`src/design/io_wdog_map.vh`:
```
// register offsets, field positions, reset values and timing counts
`ifndef IO_WDOG_MAP_VH
`define IO_WDOG_MAP_VH

// register offsets on the local command port
`define OFS_INIT      8'h00
`define OFS_DIR       8'h04
`define OFS_PATTERN   8'h08
`define OFS_READBACK  8'h0C
`define OFS_STATUS    8'h10
`define OFS_OCUR      8'h14
`define OFS_WD_CFG    8'h18
`define OFS_WD_RELOAD 8'h1C
`define OFS_WD_COUNT  8'h20

// error status bit positions
`define ST_PARITY     0
`define ST_OVERRUN    1
`define ST_TIMEOUT    2
`define ST_WD_EXPIRED 3
`define ST_OT_LOW     6
`define ST_OT_HIGH    7

// watchdog configuration word
`define WD_EN_BIT     31
`define WD_TIME_W     17
`define WD_TIME_MAX   17'h1A36E
`define WD_START_RST  17'h0000A

// answer when the module is not the one addressed
`define RD_NO_MODULE  32'hFFFFFFFF

// module address range
`define MOD_ADDR_MIN  4'h1
`define MOD_ADDR_MAX  4'hF

// timing
`define CLK_PERIOD_NS 8
`define WD_TICK_NS    1000000
`define IN_FILT_NS    12000
`define WD_TICK_CYC   (`WD_TICK_NS / `CLK_PERIOD_NS)
`define IN_FILT_CYC   ((`IN_FILT_NS + `CLK_PERIOD_NS - 1) / `CLK_PERIOD_NS)
`define SYNC_ONLY_CYC 1

`endif

```
`src/design/pin_sync_filter.v`:
```
// three-stage pin synchroniser with per-channel settle filter
`timescale 1ns/10ps
`default_nettype none

module pin_sync_filter #(
    parameter WIDTH    = 32,
    parameter FILT_CYC = 1500,
    parameter CW       = 11
) (
    // clock and reset
    input  wire             mclk,
    input  wire             rst_n,
    input  wire             ce,
    // pins
    input  wire [WIDTH-1:0] pin_in,
    // synchronised and filtered levels
    output reg  [WIDTH-1:0] lvl_ff,
    output reg  [WIDTH-1:0] filt_ff
);

    localparam integer  LAST_I = FILT_CYC - 1;
    localparam [CW-1:0] LAST   = LAST_I[CW-1:0];

    reg [WIDTH-1:0] s1_ff;
    reg [WIDTH-1:0] s2_ff;
    reg [WIDTH-1:0] s3_ff;
    reg [CW-1:0]    cnt_ff [0:WIDTH-1];
    integer         i;

    always @(posedge mclk or negedge rst_n) begin
        if (!rst_n) begin
            s1_ff   <= {WIDTH{1'b0}};
            s2_ff   <= {WIDTH{1'b0}};
            s3_ff   <= {WIDTH{1'b0}};
            lvl_ff  <= {WIDTH{1'b0}};
            filt_ff <= {WIDTH{1'b0}};
            for (i = 0; i < WIDTH; i = i + 1) begin
                cnt_ff[i] <= {CW{1'b0}};
            end
        end else if (ce) begin
            s1_ff <= pin_in;
            s2_ff <= s1_ff;
            s3_ff <= s2_ff;
            for (i = 0; i < WIDTH; i = i + 1) begin
                // change counts once stages two and three agree
                if (s2_ff[i] == s3_ff[i]) begin
                    lvl_ff[i] <= s3_ff[i];
                end
                if (lvl_ff[i] == filt_ff[i]) begin
                    cnt_ff[i] <= {CW{1'b0}};
                end else if (cnt_ff[i] >= LAST) begin
                    filt_ff[i] <= lvl_ff[i];
                    cnt_ff[i]  <= {CW{1'b0}};
                end else begin
                    cnt_ff[i] <= cnt_ff[i] + {{(CW-1){1'b0}}, 1'b1};
                end
            end
        end
    end

endmodule // pin_sync_filter

`default_nettype wire

```
`src/design/io_wdog_module.v`:
```
// digital i/o module core: watchdog, channel drive, readback, status
//
// The address map and the strobed register port were decided locally.
`timescale 1ns/10ps
`default_nettype none
`include "io_wdog_map.vh"

module io_wdog_module #(
    parameter NCH         = 32,
    parameter WD_TICK_CYC = `WD_TICK_CYC,
    parameter FILT_CYC    = `IN_FILT_CYC,
    parameter TICK_W      = 17,
    parameter FILT_W      = 11
) (
    // clock, reset, clock enable
    input  wire             mclk,
    input  wire             rst_n,
    input  wire             ce,
    // module address strap
    input  wire [3:0]       mod_addr_strap,
    // command port
    input  wire [3:0]       cmd_mod,
    input  wire             cmd_bcast,
    input  wire [7:0]       addr,
    input  wire [31:0]      wdata,
    input  wire             wr,
    input  wire             rd,
    output reg  [31:0]      rdata_ff,
    // bus transfer error pulses from framing logic
    input  wire             err_parity,
    input  wire             err_overrun,
    input  wire             err_timeout,
    // channel pins
    input  wire [NCH-1:0]   ch_pin_in,
    output reg  [NCH-1:0]   ch_pin_out_ff,
    output reg  [NCH-1:0]   ch_pin_oe_ff,
    // driver fault sense pins
    input  wire [NCH-1:0]   oc_sense,
    input  wire             ot_low_sense,
    input  wire             ot_high_sense,
    // watchdog state
    output wire             watchdog_expired_flag
);

    localparam integer      TICK_LAST_I = WD_TICK_CYC - 1;
    localparam [TICK_W-1:0] TICK_LAST   = TICK_LAST_I[TICK_W-1:0];
    localparam HALF = NCH / 2;

    ////////////////////////////////////////////////////////////////////
    // helpers

    function [31:0] zext_time;
        input [`WD_TIME_W-1:0] t;
        begin
            zext_time = {{(32-`WD_TIME_W){1'b0}}, t};
        end
    endfunction

    function [`WD_TIME_W-1:0] clip_time;
        input [31:0] w;
        begin
            if (w[`WD_TIME_W-1:0] > `WD_TIME_MAX || |w[30:`WD_TIME_W])
                clip_time = `WD_TIME_MAX;
            else
                clip_time = w[`WD_TIME_W-1:0];
        end
    endfunction

    ////////////////////////////////////////////////////////////////////
    // pin synchronisers

    wire [NCH-1:0] ch_lvl;
    wire [NCH-1:0] ch_filt;
    wire [NCH-1:0] oc_lvl;
    wire [1:0]     ot_lvl;

    pin_sync_filter #(
        .WIDTH    (NCH),
        .FILT_CYC (FILT_CYC),
        .CW       (FILT_W)
    ) u_ch_sync (
        .mclk    (mclk),
        .rst_n   (rst_n),
        .ce      (ce),
        .pin_in  (ch_pin_in),
        .lvl_ff  (ch_lvl),
        .filt_ff (ch_filt)
    );

    pin_sync_filter #(
        .WIDTH    (NCH + 2),
        .FILT_CYC (`SYNC_ONLY_CYC),
        .CW       (1)
    ) u_fault_sync (
        .mclk    (mclk),
        .rst_n   (rst_n),
        .ce      (ce),
        .pin_in  ({ot_high_sense, ot_low_sense, oc_sense}),
        .lvl_ff  ({ot_lvl, oc_lvl}),
        .filt_ff ()
    );

    ////////////////////////////////////////////////////////////////////
    // address strap capture after reset release

    reg [3:0] my_addr_ff;
    reg       addr_taken_ff;

    always @(posedge mclk or negedge rst_n) begin
        if (!rst_n) begin
            my_addr_ff    <= 4'h0;
            addr_taken_ff <= 1'b0;
        end else if (ce && !addr_taken_ff) begin
            my_addr_ff    <= mod_addr_strap;
            addr_taken_ff <= 1'b1;
        end
    end

    ////////////////////////////////////////////////////////////////////
    // command decode

    wire addr_valid = addr_taken_ff && (my_addr_ff >= `MOD_ADDR_MIN);
    wire mine       = addr_valid && !cmd_bcast && (cmd_mod == my_addr_ff);
    wire wr_me      = ce && wr && mine;
    wire rd_me      = ce && rd && mine;
    wire bcast_rld  = ce && wr && cmd_bcast && addr == `OFS_WD_RELOAD;
    wire do_init    = wr_me && addr == `OFS_INIT;
    wire do_wd_cfg  = wr_me && addr == `OFS_WD_CFG;
    wire do_reload  = (wr_me || rd_me || bcast_rld) && !do_wd_cfg;

    ////////////////////////////////////////////////////////////////////
    // channel configuration

    reg  [NCH-1:0] dir_ff;
    reg  [NCH-1:0] pattern_ff;

    always @(posedge mclk or negedge rst_n) begin
        if (!rst_n) begin
            dir_ff     <= {NCH{1'b0}};
            pattern_ff <= {NCH{1'b0}};
        end else if (do_init) begin
            dir_ff     <= {NCH{1'b0}};
            pattern_ff <= {NCH{1'b0}};
        end else begin
            if (wr_me && addr == `OFS_DIR)
                dir_ff <= wdata[NCH-1:0];
            if (wr_me && addr == `OFS_PATTERN)
                pattern_ff <= wdata[NCH-1:0];
        end
    end

    ////////////////////////////////////////////////////////////////////
    // watchdog

    reg                  wd_en_ff;
    reg [`WD_TIME_W-1:0] wd_start_ff;
    reg [`WD_TIME_W-1:0] wd_cnt_ff;
    reg [TICK_W-1:0]     tick_cnt_ff;
    reg                  wd_exp_ff;
    wire                 ms_tick = (tick_cnt_ff == TICK_LAST);
    wire                 hit_zero;

    always @(posedge mclk or negedge rst_n) begin
        if (!rst_n) begin
            tick_cnt_ff <= {TICK_W{1'b0}};
        end else if (ce) begin
            if (ms_tick || do_reload || do_wd_cfg)
                tick_cnt_ff <= {TICK_W{1'b0}};
            else
                tick_cnt_ff <= tick_cnt_ff + {{(TICK_W-1){1'b0}}, 1'b1};
        end
    end

    always @(posedge mclk or negedge rst_n) begin
        if (!rst_n) begin
            wd_en_ff    <= 1'b1;
            wd_start_ff <= `WD_START_RST;
            wd_cnt_ff   <= `WD_START_RST;
        end else if (do_wd_cfg) begin
            wd_en_ff <= wdata[`WD_EN_BIT];
            if (wdata[`WD_EN_BIT]) begin
                wd_start_ff <= clip_time(wdata);
                wd_cnt_ff   <= clip_time(wdata);
            end
        end else if (do_reload) begin
            wd_cnt_ff <= wd_start_ff;
        end else if (ce && wd_en_ff && ms_tick && wd_cnt_ff != 0) begin
            wd_cnt_ff <= wd_cnt_ff - {{(`WD_TIME_W-1){1'b0}}, 1'b1};
        end
    end

    assign hit_zero = wd_en_ff && wd_cnt_ff == 0 && !do_reload && !do_wd_cfg;

    always @(posedge mclk or negedge rst_n) begin
        if (!rst_n)
            wd_exp_ff <= 1'b0;
        else if (ce && hit_zero)
            wd_exp_ff <= 1'b1;
        else if (do_init)
            wd_exp_ff <= 1'b0;
    end

    assign watchdog_expired_flag = wd_exp_ff;

    ////////////////////////////////////////////////////////////////////
    // driver faults

    reg [NCH-1:0] oc_off_ff;
    reg           ot_low_ff;
    reg           ot_high_ff;

    always @(posedge mclk or negedge rst_n) begin
        if (!rst_n) begin
            oc_off_ff  <= {NCH{1'b0}};
            ot_low_ff  <= 1'b0;
            ot_high_ff <= 1'b0;
        end else if (ce) begin
            // set wins over initialise
            oc_off_ff  <= (do_init ? {NCH{1'b0}} : oc_off_ff)
                          | (oc_lvl & dir_ff);
            ot_low_ff  <= (ot_low_ff & ~do_init) | ot_lvl[0];
            ot_high_ff <= (ot_high_ff & ~do_init) | ot_lvl[1];
        end
    end

    ////////////////////////////////////////////////////////////////////
    // bus transfer errors

    reg [2:0] xfer_err_ff;
    wire      st_read = rd_me && addr == `OFS_STATUS;
    wire [2:0] xfer_set = {err_timeout, err_overrun, err_parity};

    always @(posedge mclk or negedge rst_n) begin
        if (!rst_n)
            xfer_err_ff <= 3'h0;
        else if (ce)
            // read clears, a new error in that cycle still lands
            xfer_err_ff <= ((st_read || do_init) ? 3'h0 : xfer_err_ff)
                           | xfer_set;
    end

    ////////////////////////////////////////////////////////////////////
    // channel drive

    reg  [NCH-1:0] grp_off;
    wire           halted = wd_exp_ff;

    always @* begin
        grp_off = {NCH{1'b0}};
        grp_off[HALF-1:0]   = {HALF{ot_low_ff}};
        grp_off[NCH-1:HALF] = {HALF{ot_high_ff}};
    end

    always @(posedge mclk or negedge rst_n) begin
        if (!rst_n) begin
            ch_pin_out_ff <= {NCH{1'b0}};
            ch_pin_oe_ff  <= {NCH{1'b0}};
        end else if (ce) begin
            if (halted) begin
                ch_pin_out_ff <= {NCH{1'b0}};
                ch_pin_oe_ff  <= {NCH{1'b0}};
            end else begin
                ch_pin_out_ff <= pattern_ff & dir_ff;
                ch_pin_oe_ff  <= dir_ff & ~oc_off_ff & ~grp_off;
            end
        end
    end

    ////////////////////////////////////////////////////////////////////
    // readback and status

    reg  [31:0] status_word;
    reg  [31:0] rd_mux;
    wire [NCH-1:0] readback = (dir_ff & ch_lvl) | (~dir_ff & ch_filt);

    always @* begin
        status_word = 32'h0;
        status_word[`ST_PARITY]     = xfer_err_ff[0];
        status_word[`ST_OVERRUN]    = xfer_err_ff[1];
        status_word[`ST_TIMEOUT]    = xfer_err_ff[2];
        status_word[`ST_WD_EXPIRED] = wd_exp_ff;
        status_word[`ST_OT_LOW]     = ot_low_ff;
        status_word[`ST_OT_HIGH]    = ot_high_ff;
    end

    always @* begin
        rd_mux = 32'h0;
        case (addr)
            `OFS_DIR:      rd_mux[NCH-1:0] = dir_ff;
            `OFS_PATTERN:  rd_mux[NCH-1:0] = pattern_ff;
            `OFS_READBACK: rd_mux[NCH-1:0] = readback;
            `OFS_STATUS:   rd_mux = status_word;
            `OFS_OCUR:     rd_mux[NCH-1:0] = oc_off_ff;
            `OFS_WD_CFG: begin
                rd_mux = zext_time(wd_start_ff);
                rd_mux[`WD_EN_BIT] = wd_en_ff;
            end
            `OFS_WD_COUNT: rd_mux = zext_time(wd_cnt_ff);
            default:       rd_mux = 32'h0;
        endcase
    end

    always @(posedge mclk or negedge rst_n) begin
        if (!rst_n)
            rdata_ff <= 32'h0;
        else if (ce) begin
            if (rd_me)
                rdata_ff <= rd_mux;
            else if (rd)
                rdata_ff <= `RD_NO_MODULE;
            else
                rdata_ff <= 32'h0;
        end
    end

endmodule // io_wdog_module

`default_nettype wire

```
`config.mk`:
```
export PLATFORM = sky130hd
export DESIGN_NAME = io_wdog_module
export DESIGN_NICKNAME = d
export VERILOG_FILES = /design/src/design/pin_sync_filter.v /design/src/design/io_wdog_module.v
export VERILOG_INCLUDE_DIRS = /design/src /design/src/design
export SDC_FILE = /design/constraint.sdc
export NUM_CORES = 2
export LEC_CHECK = 0
export ABC_AREA = 1
export BUFFER_PORTS_ARGS = -buffer_cell sky130_fd_sc_hd__buf_2
export CAP_MARGIN = 10
export CORE_MARGIN = 2
export CORE_UTILIZATION = 28
export DETAILED_ROUTE_END_ITERATION = 7
export HOLD_SLACK_MARGIN = 0.02
export PLACE_DENSITY_LB_ADDON = 0.3
export SLEW_MARGIN = 15
export SYNTH_ARGS = -nofsm -noshare
export SYNTH_HDL_FRONTEND = slang
export SYNTH_SLANG_ARGS = --single-unit
```
`constraint.sdc`:
```
create_clock -name mclk -period 5.1 [get_ports mclk]
set_input_delay 0.51 -clock mclk [delete_from_list [all_inputs] [get_ports mclk]]
set_output_delay 0.51 -clock mclk [all_outputs]
set_load 0.02 [all_outputs]
```
Word-level counts from Yosys, hierarchy flattened --
Index checks and enable logic that the tools add are counted. W data, S select, Z words.
Operators by class: shift operators 0, $add $sub $neg 34, bitwise operators 49, muxes and demuxes 83, multipliers 0, equal/unequal tests 109, order comparisons 34, div/mod/pow operators 0, reductions and logical operators 141
Operators with widths (number):
- $mux W11 | 64
- $add A11 B1 Y11 const B | 32
- $ge A11 B11 Y1 const B | 32
- $mux W32 | 9
- $pmux W32 S7 | 1
- $and A32 B32 Y32 | 6
- $reduce_and A2 Y1 | 68
- $mux W17 | 6
- $eq A1 B1 Y1 | 98
- $not A32 Y32 | 3
- $reduce_and A3 Y1 | 32
- $or A32 B32 Y32 | 2
- $not A1 Y1 | 33
- $eq A8 B5 Y1 const B | 4
- $logic_and A1 B1 Y1 | 23
- $add A17 B1 Y17 const B | 1
- $eq A17 B17 Y1 const B | 1
- $gt A17 B17 Y1 const B | 1
- $logic_not A17 Y1 | 1
- $reduce_bool A17 Y1 | 1
- $sub A17 B1 Y17 const B | 1
- $eq A8 B4 Y1 const B | 2
- $reduce_or A14 Y1 | 1
- $eq A8 B3 Y1 const B | 1
- other kinds (14) | 27
Word-level totals: input bits 123, memory bits (writable) 0, output and inout bits 97, memories 0, bits in latches 0, bits in registers 903, memory bits (read-only) 0, logic and storage cells 602

Logic depth before layout (Yosys ltp) --
depth after elaboration 13, gate-level depth with buffers 15, mapped depth without buffers 14

Hierarchy --
From an unflattened synthesis, not the netlist that was laid out.
Unflattened totals: cell total of the unflattened synthesis 6057, area total of the unflattened synthesis 46888.7 um2
Modules (own cells, without submodules):
- pin_sync_filter (u_ch_sync) | area each 27197.3 um2, cells each 3688, sequential area each 12812.3 um2, instances 1
- io_wdog_module | area each 12680.9 um2, cells each 1549, sequential area each 6387.4 um2, instances 1
- pin_sync_filter (u_fault_sync) | area each 7010.5 um2, cells each 820, sequential area each 4254.1 um2, instances 1

Least setup slack after synthesis --
No wires, ideal clock.
kind input to register, start point input port addr[6], end point register tick_cnt_ff[10], slack 3.245 ns, path buffers 2, required time 4.978 ns, arrival time 1.733 ns, library setup time 0.122 ns, cell stages on the path 12, path through inv_1 -> nand2_1 -> nor3_4 -> nand2_2 -> inv_2 -> nand2_2 -> buf_2 -> nand3b_2 -> nand2_1 -> inv_2 -> buf_6 -> nor2_1
On the way: cells in the longest elaborated chain, start to end 7, elaborated cells between the ends (all ways) 10, those cells by class 2 x eq/ne; 1 x mux; 7 x reduce/logical
Ends and longest elaborated chain:
- start: declaration | line io_wdog_module.v:24 | input wire [7:0] addr,
- $eq A8 B5 Y1 (no source line)
- $logic_and A1 B1 Y1 (no source line)
- $logic_or A1 B1 Y1 / $logic_not A1 Y1 (equally long branches) | line io_wdog_module.v:129 | wire do_reload = (wr_me || rd_me || bcast_rld) && !do_wd_cfg;
- $logic_and A1 B1 Y1 | line io_wdog_module.v:129
- $logic_or A1 B1 Y1 | line io_wdog_module.v:167 | if (ms_tick || do_reload || do_wd_cfg)
- $logic_or A1 B1 Y1 * | line io_wdog_module.v:167
- $mux W17 * | line io_wdog_module.v:167
- end signal: assignment | line io_wdog_module.v:165 | tick_cnt_ff <= {TICK_W{1'b0}};
- end signal: assignment | line io_wdog_module.v:168 | tick_cnt_ff <= {TICK_W{1'b0}};
- end signal: assignment | line io_wdog_module.v:170 | tick_cnt_ff <= tick_cnt_ff + {{(TICK_W-1){1'b0}}, 1'b1};
- end: declaration | line io_wdog_module.v:158 | reg [TICK_W-1:0] tick_cnt_ff;
Mark *: on every way between the ends. The rest lies on a longest branch, timed or not. A chain may end at the register's enable or synchronous reset.

Final worst setup path --
start point register my_addr_ff[3], end point register dir_ff[14]
On the way: cells in the longest elaborated chain, start to end 7, elaborated cells between the ends (all ways) 10, those cells by class 1 x order compare; 1 x eq/ne; 1 x mux; 7 x reduce/logical
Ends and longest elaborated chain:
- start: declaration | line io_wdog_module.v:106 | reg [3:0] my_addr_ff;
- start signal: assignment | line io_wdog_module.v:114 | my_addr_ff <= mod_addr_strap;
- $ge A4 B1 Y1 (no source line)
- $logic_and A1 B1 Y1 | line io_wdog_module.v:122 | wire addr_valid = addr_taken_ff && (my_addr_ff >= `MOD_ADDR_MIN);
- $logic_and A1 B1 Y1 | line io_wdog_module.v:123 | wire mine = addr_valid && !cmd_bcast && (cmd_mod == my_addr_ff);
- $logic_and A1 B1 Y1 * | line io_wdog_module.v:123
- $logic_and A1 B1 Y1 * | line io_wdog_module.v:124 | wire wr_me = ce && wr && mine;
- $logic_and A1 B1 Y1 (no source line)
- $mux W32 / $reduce_bool A2 Y1 (equally long branches)
- end signal: assignment | line io_wdog_module.v:139 | dir_ff <= {NCH{1'b0}};
- end signal: assignment | line io_wdog_module.v:142 | dir_ff <= {NCH{1'b0}};
- end signal: assignment | line io_wdog_module.v:146 | dir_ff <= wdata[NCH-1:0];
- end: declaration | line io_wdog_module.v:134 | reg [NCH-1:0] dir_ff;
Marked as above.

==> impl_metrics.tcl <==
set metrics [dict create \
    outcome "complete, no violations" \
    drcViolationCount 0 \
    ys_warn_count 0 \
    power_mw 19.68 \
    synthTopCellsByArea "dfrtp_1 (51%), nand2_1 (11%), inv_1 (6.7%)" \
    synthDistinctLibCells 47 \
    die_y_microns 402.3 \
    netlist_instances 5502 \
    crit_top_cell "nand2_1" \
    skew_ps 38.17 \
    pin_count 220 \
    ant_nets 0 \
    yosysSeqAreaShare 0.5089 \
    crit_buf_inv 2 \
    ys_seq_elements 903 \
    drv_cap 0 \
    path_delay_family "simple AND/OR/NAND/NOR gates" \
    power_density_nw_per_um2 378.4 \
    crit_arrival_ps 3660 \
    cts_buffers 104 \
    setup_viol 0 \
    regArea_sq_um 22600 \
    peakVddDrop_mv 0.2597 \
    wl_met2_microns 55440 \
    wirelength_microns 131600 \
    ctsHtreeMaxLevel 3 \
    viasPerCell 4.774 \
    fmax_mhz 322.0 \
    avgSynthCellArea_sq_um 8.073 \
    dr.max_layer_used "met5" \
    grt_max_degree 173 \
    dieArea_sq_um 161800 \
    tightest_slew_ps 1204 \
    critical_path_peak_fanout 19 \
    nFillCells 16490 \
    synth_edf_count 0 \
    worstPathRequired_ps 5650 \
    wl_met1_microns 64480 \
    dr_total_vias 37660 \
    synthFlopType "dfrtp_1" \
    fp.dieW_microns 402.3 \
    hold_path_class "in -> reg" \
    cts_tree "done" \
    cts_buffer_depth 3 \
    layout.nets 5878 \
    clock_sinks 903 \
    grt_pass1_vias 36240 \
    syn_nets 5659 \
    hold_violations 0 \
    critPathCaptureType "flip-flop" \
    multi_input_area_sq_um 17920 \
    period_share 0.6090 \
    synth_top_cell_area_share 0.5059 \
    yosys-top-cells-count "nand2_1 (1356), dfrtp_1 (898), inv_1 (796)" \
    insertion_delay_ps 730 \
    synth_most_common_cell "nand2_1" \
    yosys.area.top_type "dfrtp_1" \
    period_minus_slack_ps 3106 \
    critPathMaxStageDelay_ps 690 \
    cp-start-kind "flip-flop" \
    critical_path.cell_chain "inv_1 -> nand2_1 -> nand2_1 -> nand2_1 -> nor2_2 -> nand3_2 -> inv_2 -> nand3_1 -> nand2_2 -> o22ai_1" \
    post_cts_resized 0 \
    initial_core_util 0.2811 \
    path_clk_slew_ps 60 \
    grt_overflow 0 \
    drive_gt1_frac 0.08382 \
    syn_area_sq_um 44420 \
    gr-usage-all-layers 0.1609 \
    maxSlewViolCount 0 \
    post_drt_wl_per_cell_microns 16.68 \
    dp_hpwl_microns 90990 \
    dr.first_iter.drc_count 3034 \
    p_leak_nw 24.06 \
    async_flop_share 1.000 \
    place_congestion 0.8887 \
    cp_slowest_cell "nand3_1" \
    setup-tns-final_ps 0 \
    rows 146 \
    rsz0062_at_grt "no" \
    portBuffers 219 \
    grt_pass1_wl_microns 208200 \
    dr_wl_met3_microns 8374 \
    crit_type "reg -> reg" \
    antenna_found_initial 11 \
    cts_root_buffer "clkbuf_16" \
    area.growth.synth_to_final_pct 17.09 \
    relSlewSlack 0.1964 \
    core_area_sq_um 158000 \
    drtPass1Iterations 6 \
]
placed cells by master, fill, tap and decap left out, drive strengths merged, types with 18 or more instances in the layout:
master and count:
nand2 1361, dfrtp 898, inv 810, o21ai 589, nor2 309, o22ai 299, nand3 287, buf 255
nor3 192, xor2 171, clkbuf 146, a21oi 95, dlygate4sd3 62, nand4 48, o31ai 44, ha 34
mux2i 31, a31oi 28, clkinv 27, a32o 25, nor4 25, xnor2 18
tightest hold or removal path, stage by stage:
cell and delay [ps]:
buf_2 100, nand2_1 50, o21ai_0 60
path summary, 6_finish.rpt:
path / from / end / slack [ps] / cells after the start
max: my_addr_ff[3] / dir_ff[14] / 1990 / 10
min: ch_pin_in[10] / u_ch_sync.s1_ff[10] / 60 / 3
max reg2reg: my_addr_ff[3] / dir_ff[14] / 1990 / 10
min reg2reg: u_fault_sync.s2_ff[10] / u_fault_sync.s2_ff[10] / 470 / 2
max in group asynchronous: rst_n / u_fault_sync.s3_ff[10] / 3400 / 3
min in group asynchronous: rst_n / u_ch_sync.s1_ff[30] / 390 / 2
cell type report:
cell class | count | area share
clock buffer | 146 | 0.05870
timing repair buffer | 317 | 0.04100
sequential | 903 | 0.4346
tap | 2072 | 0.04985
clock inverter | 49 | 0.01253
multi-input combinational | 3588 | 0.3445
inverter | 807 | 0.05839
antenna | 8 | 0.0003849
registers in the layout (all words and copies together) (netlist names), 17 cells and up:
signal,flops
u_ch_sync.cnt_ff,352
u_fault_sync.lvl_ff,34
u_fault_sync.s1_ff,34
u_fault_sync.s2_ff,34
u_fault_sync.s3_ff,34
ch_pin_oe_ff,32
ch_pin_out_ff,32
dir_ff,32
oc_off_ff,32
pattern_ff,32
rdata_ff,32
u_ch_sync.filt_ff,32
u_ch_sync.lvl_ff,32
u_ch_sync.s1_ff,32
u_ch_sync.s2_ff,32
u_ch_sync.s3_ff,32
tick_cnt_ff,17
wd_cnt_ff,17
wd_start_ff,17
timing repair:
item                      in CTS  in global routing
buffers inserted               0                  0
hold endpoints to repair     126                  0
hold buffers                  62                  0
logic make-up (layout without fill, tap and decap cells):
| logic type | count (synthesis) | in the layout | synth area share |
|---|---|---|---|
| mux | 33 | 33 | 0.007493 |
| fa+ha+maj | 34 | 34 | 0.009578 |
| buf+inv | 1011 | 1319 | 0.08800 |
| other cells | 0 | 8 | 0 |
| flops | 903 | 903 | 0.5089 |
| simple gates | 2239 | 2239 | 0.2101 |
| compound gates | 1093 | 1093 | 0.1387 |
| xor+xnor | 189 | 189 | 0.03727 |
power breakdown:
| part | internal, mW | switching, mW | total [mW] |
|---|---|---|---|
| Clock | 4.84 | 3.22 | 8.06 |
| Sequential | 8.00 | 0.705 | 8.70 |
| Combinational | 1.06 | 1.86 | 2.92 |
stage by stage:
stage          worst slack [ps]  std cells    util  area (sq um)  hold slack [ps]
2_1_floorplan              3245       5502       -         44420            214.4
3_3_place_gp               1635       7625  0.3016         47660            452.7
3_5_place_dp               1648       7625  0.3016         47660            452.6
4_1_cts                    1955       7882  0.3290         51980            20.40
5_1_grt                    1802       7886  0.3291         51990            46.78
6_report                   1994       7890  0.3291         52000            57.46
metal layers:
layer / vias to the layer above / track usage
met5: - / 0
li1: 18460 / -
met4: 8 / 0.04432
met3: 190 / 0.03287
met2: 927 / 0.2364
met1: 18070 / 0.2377
Note: power is estimated with default switching activity, not from simulation.
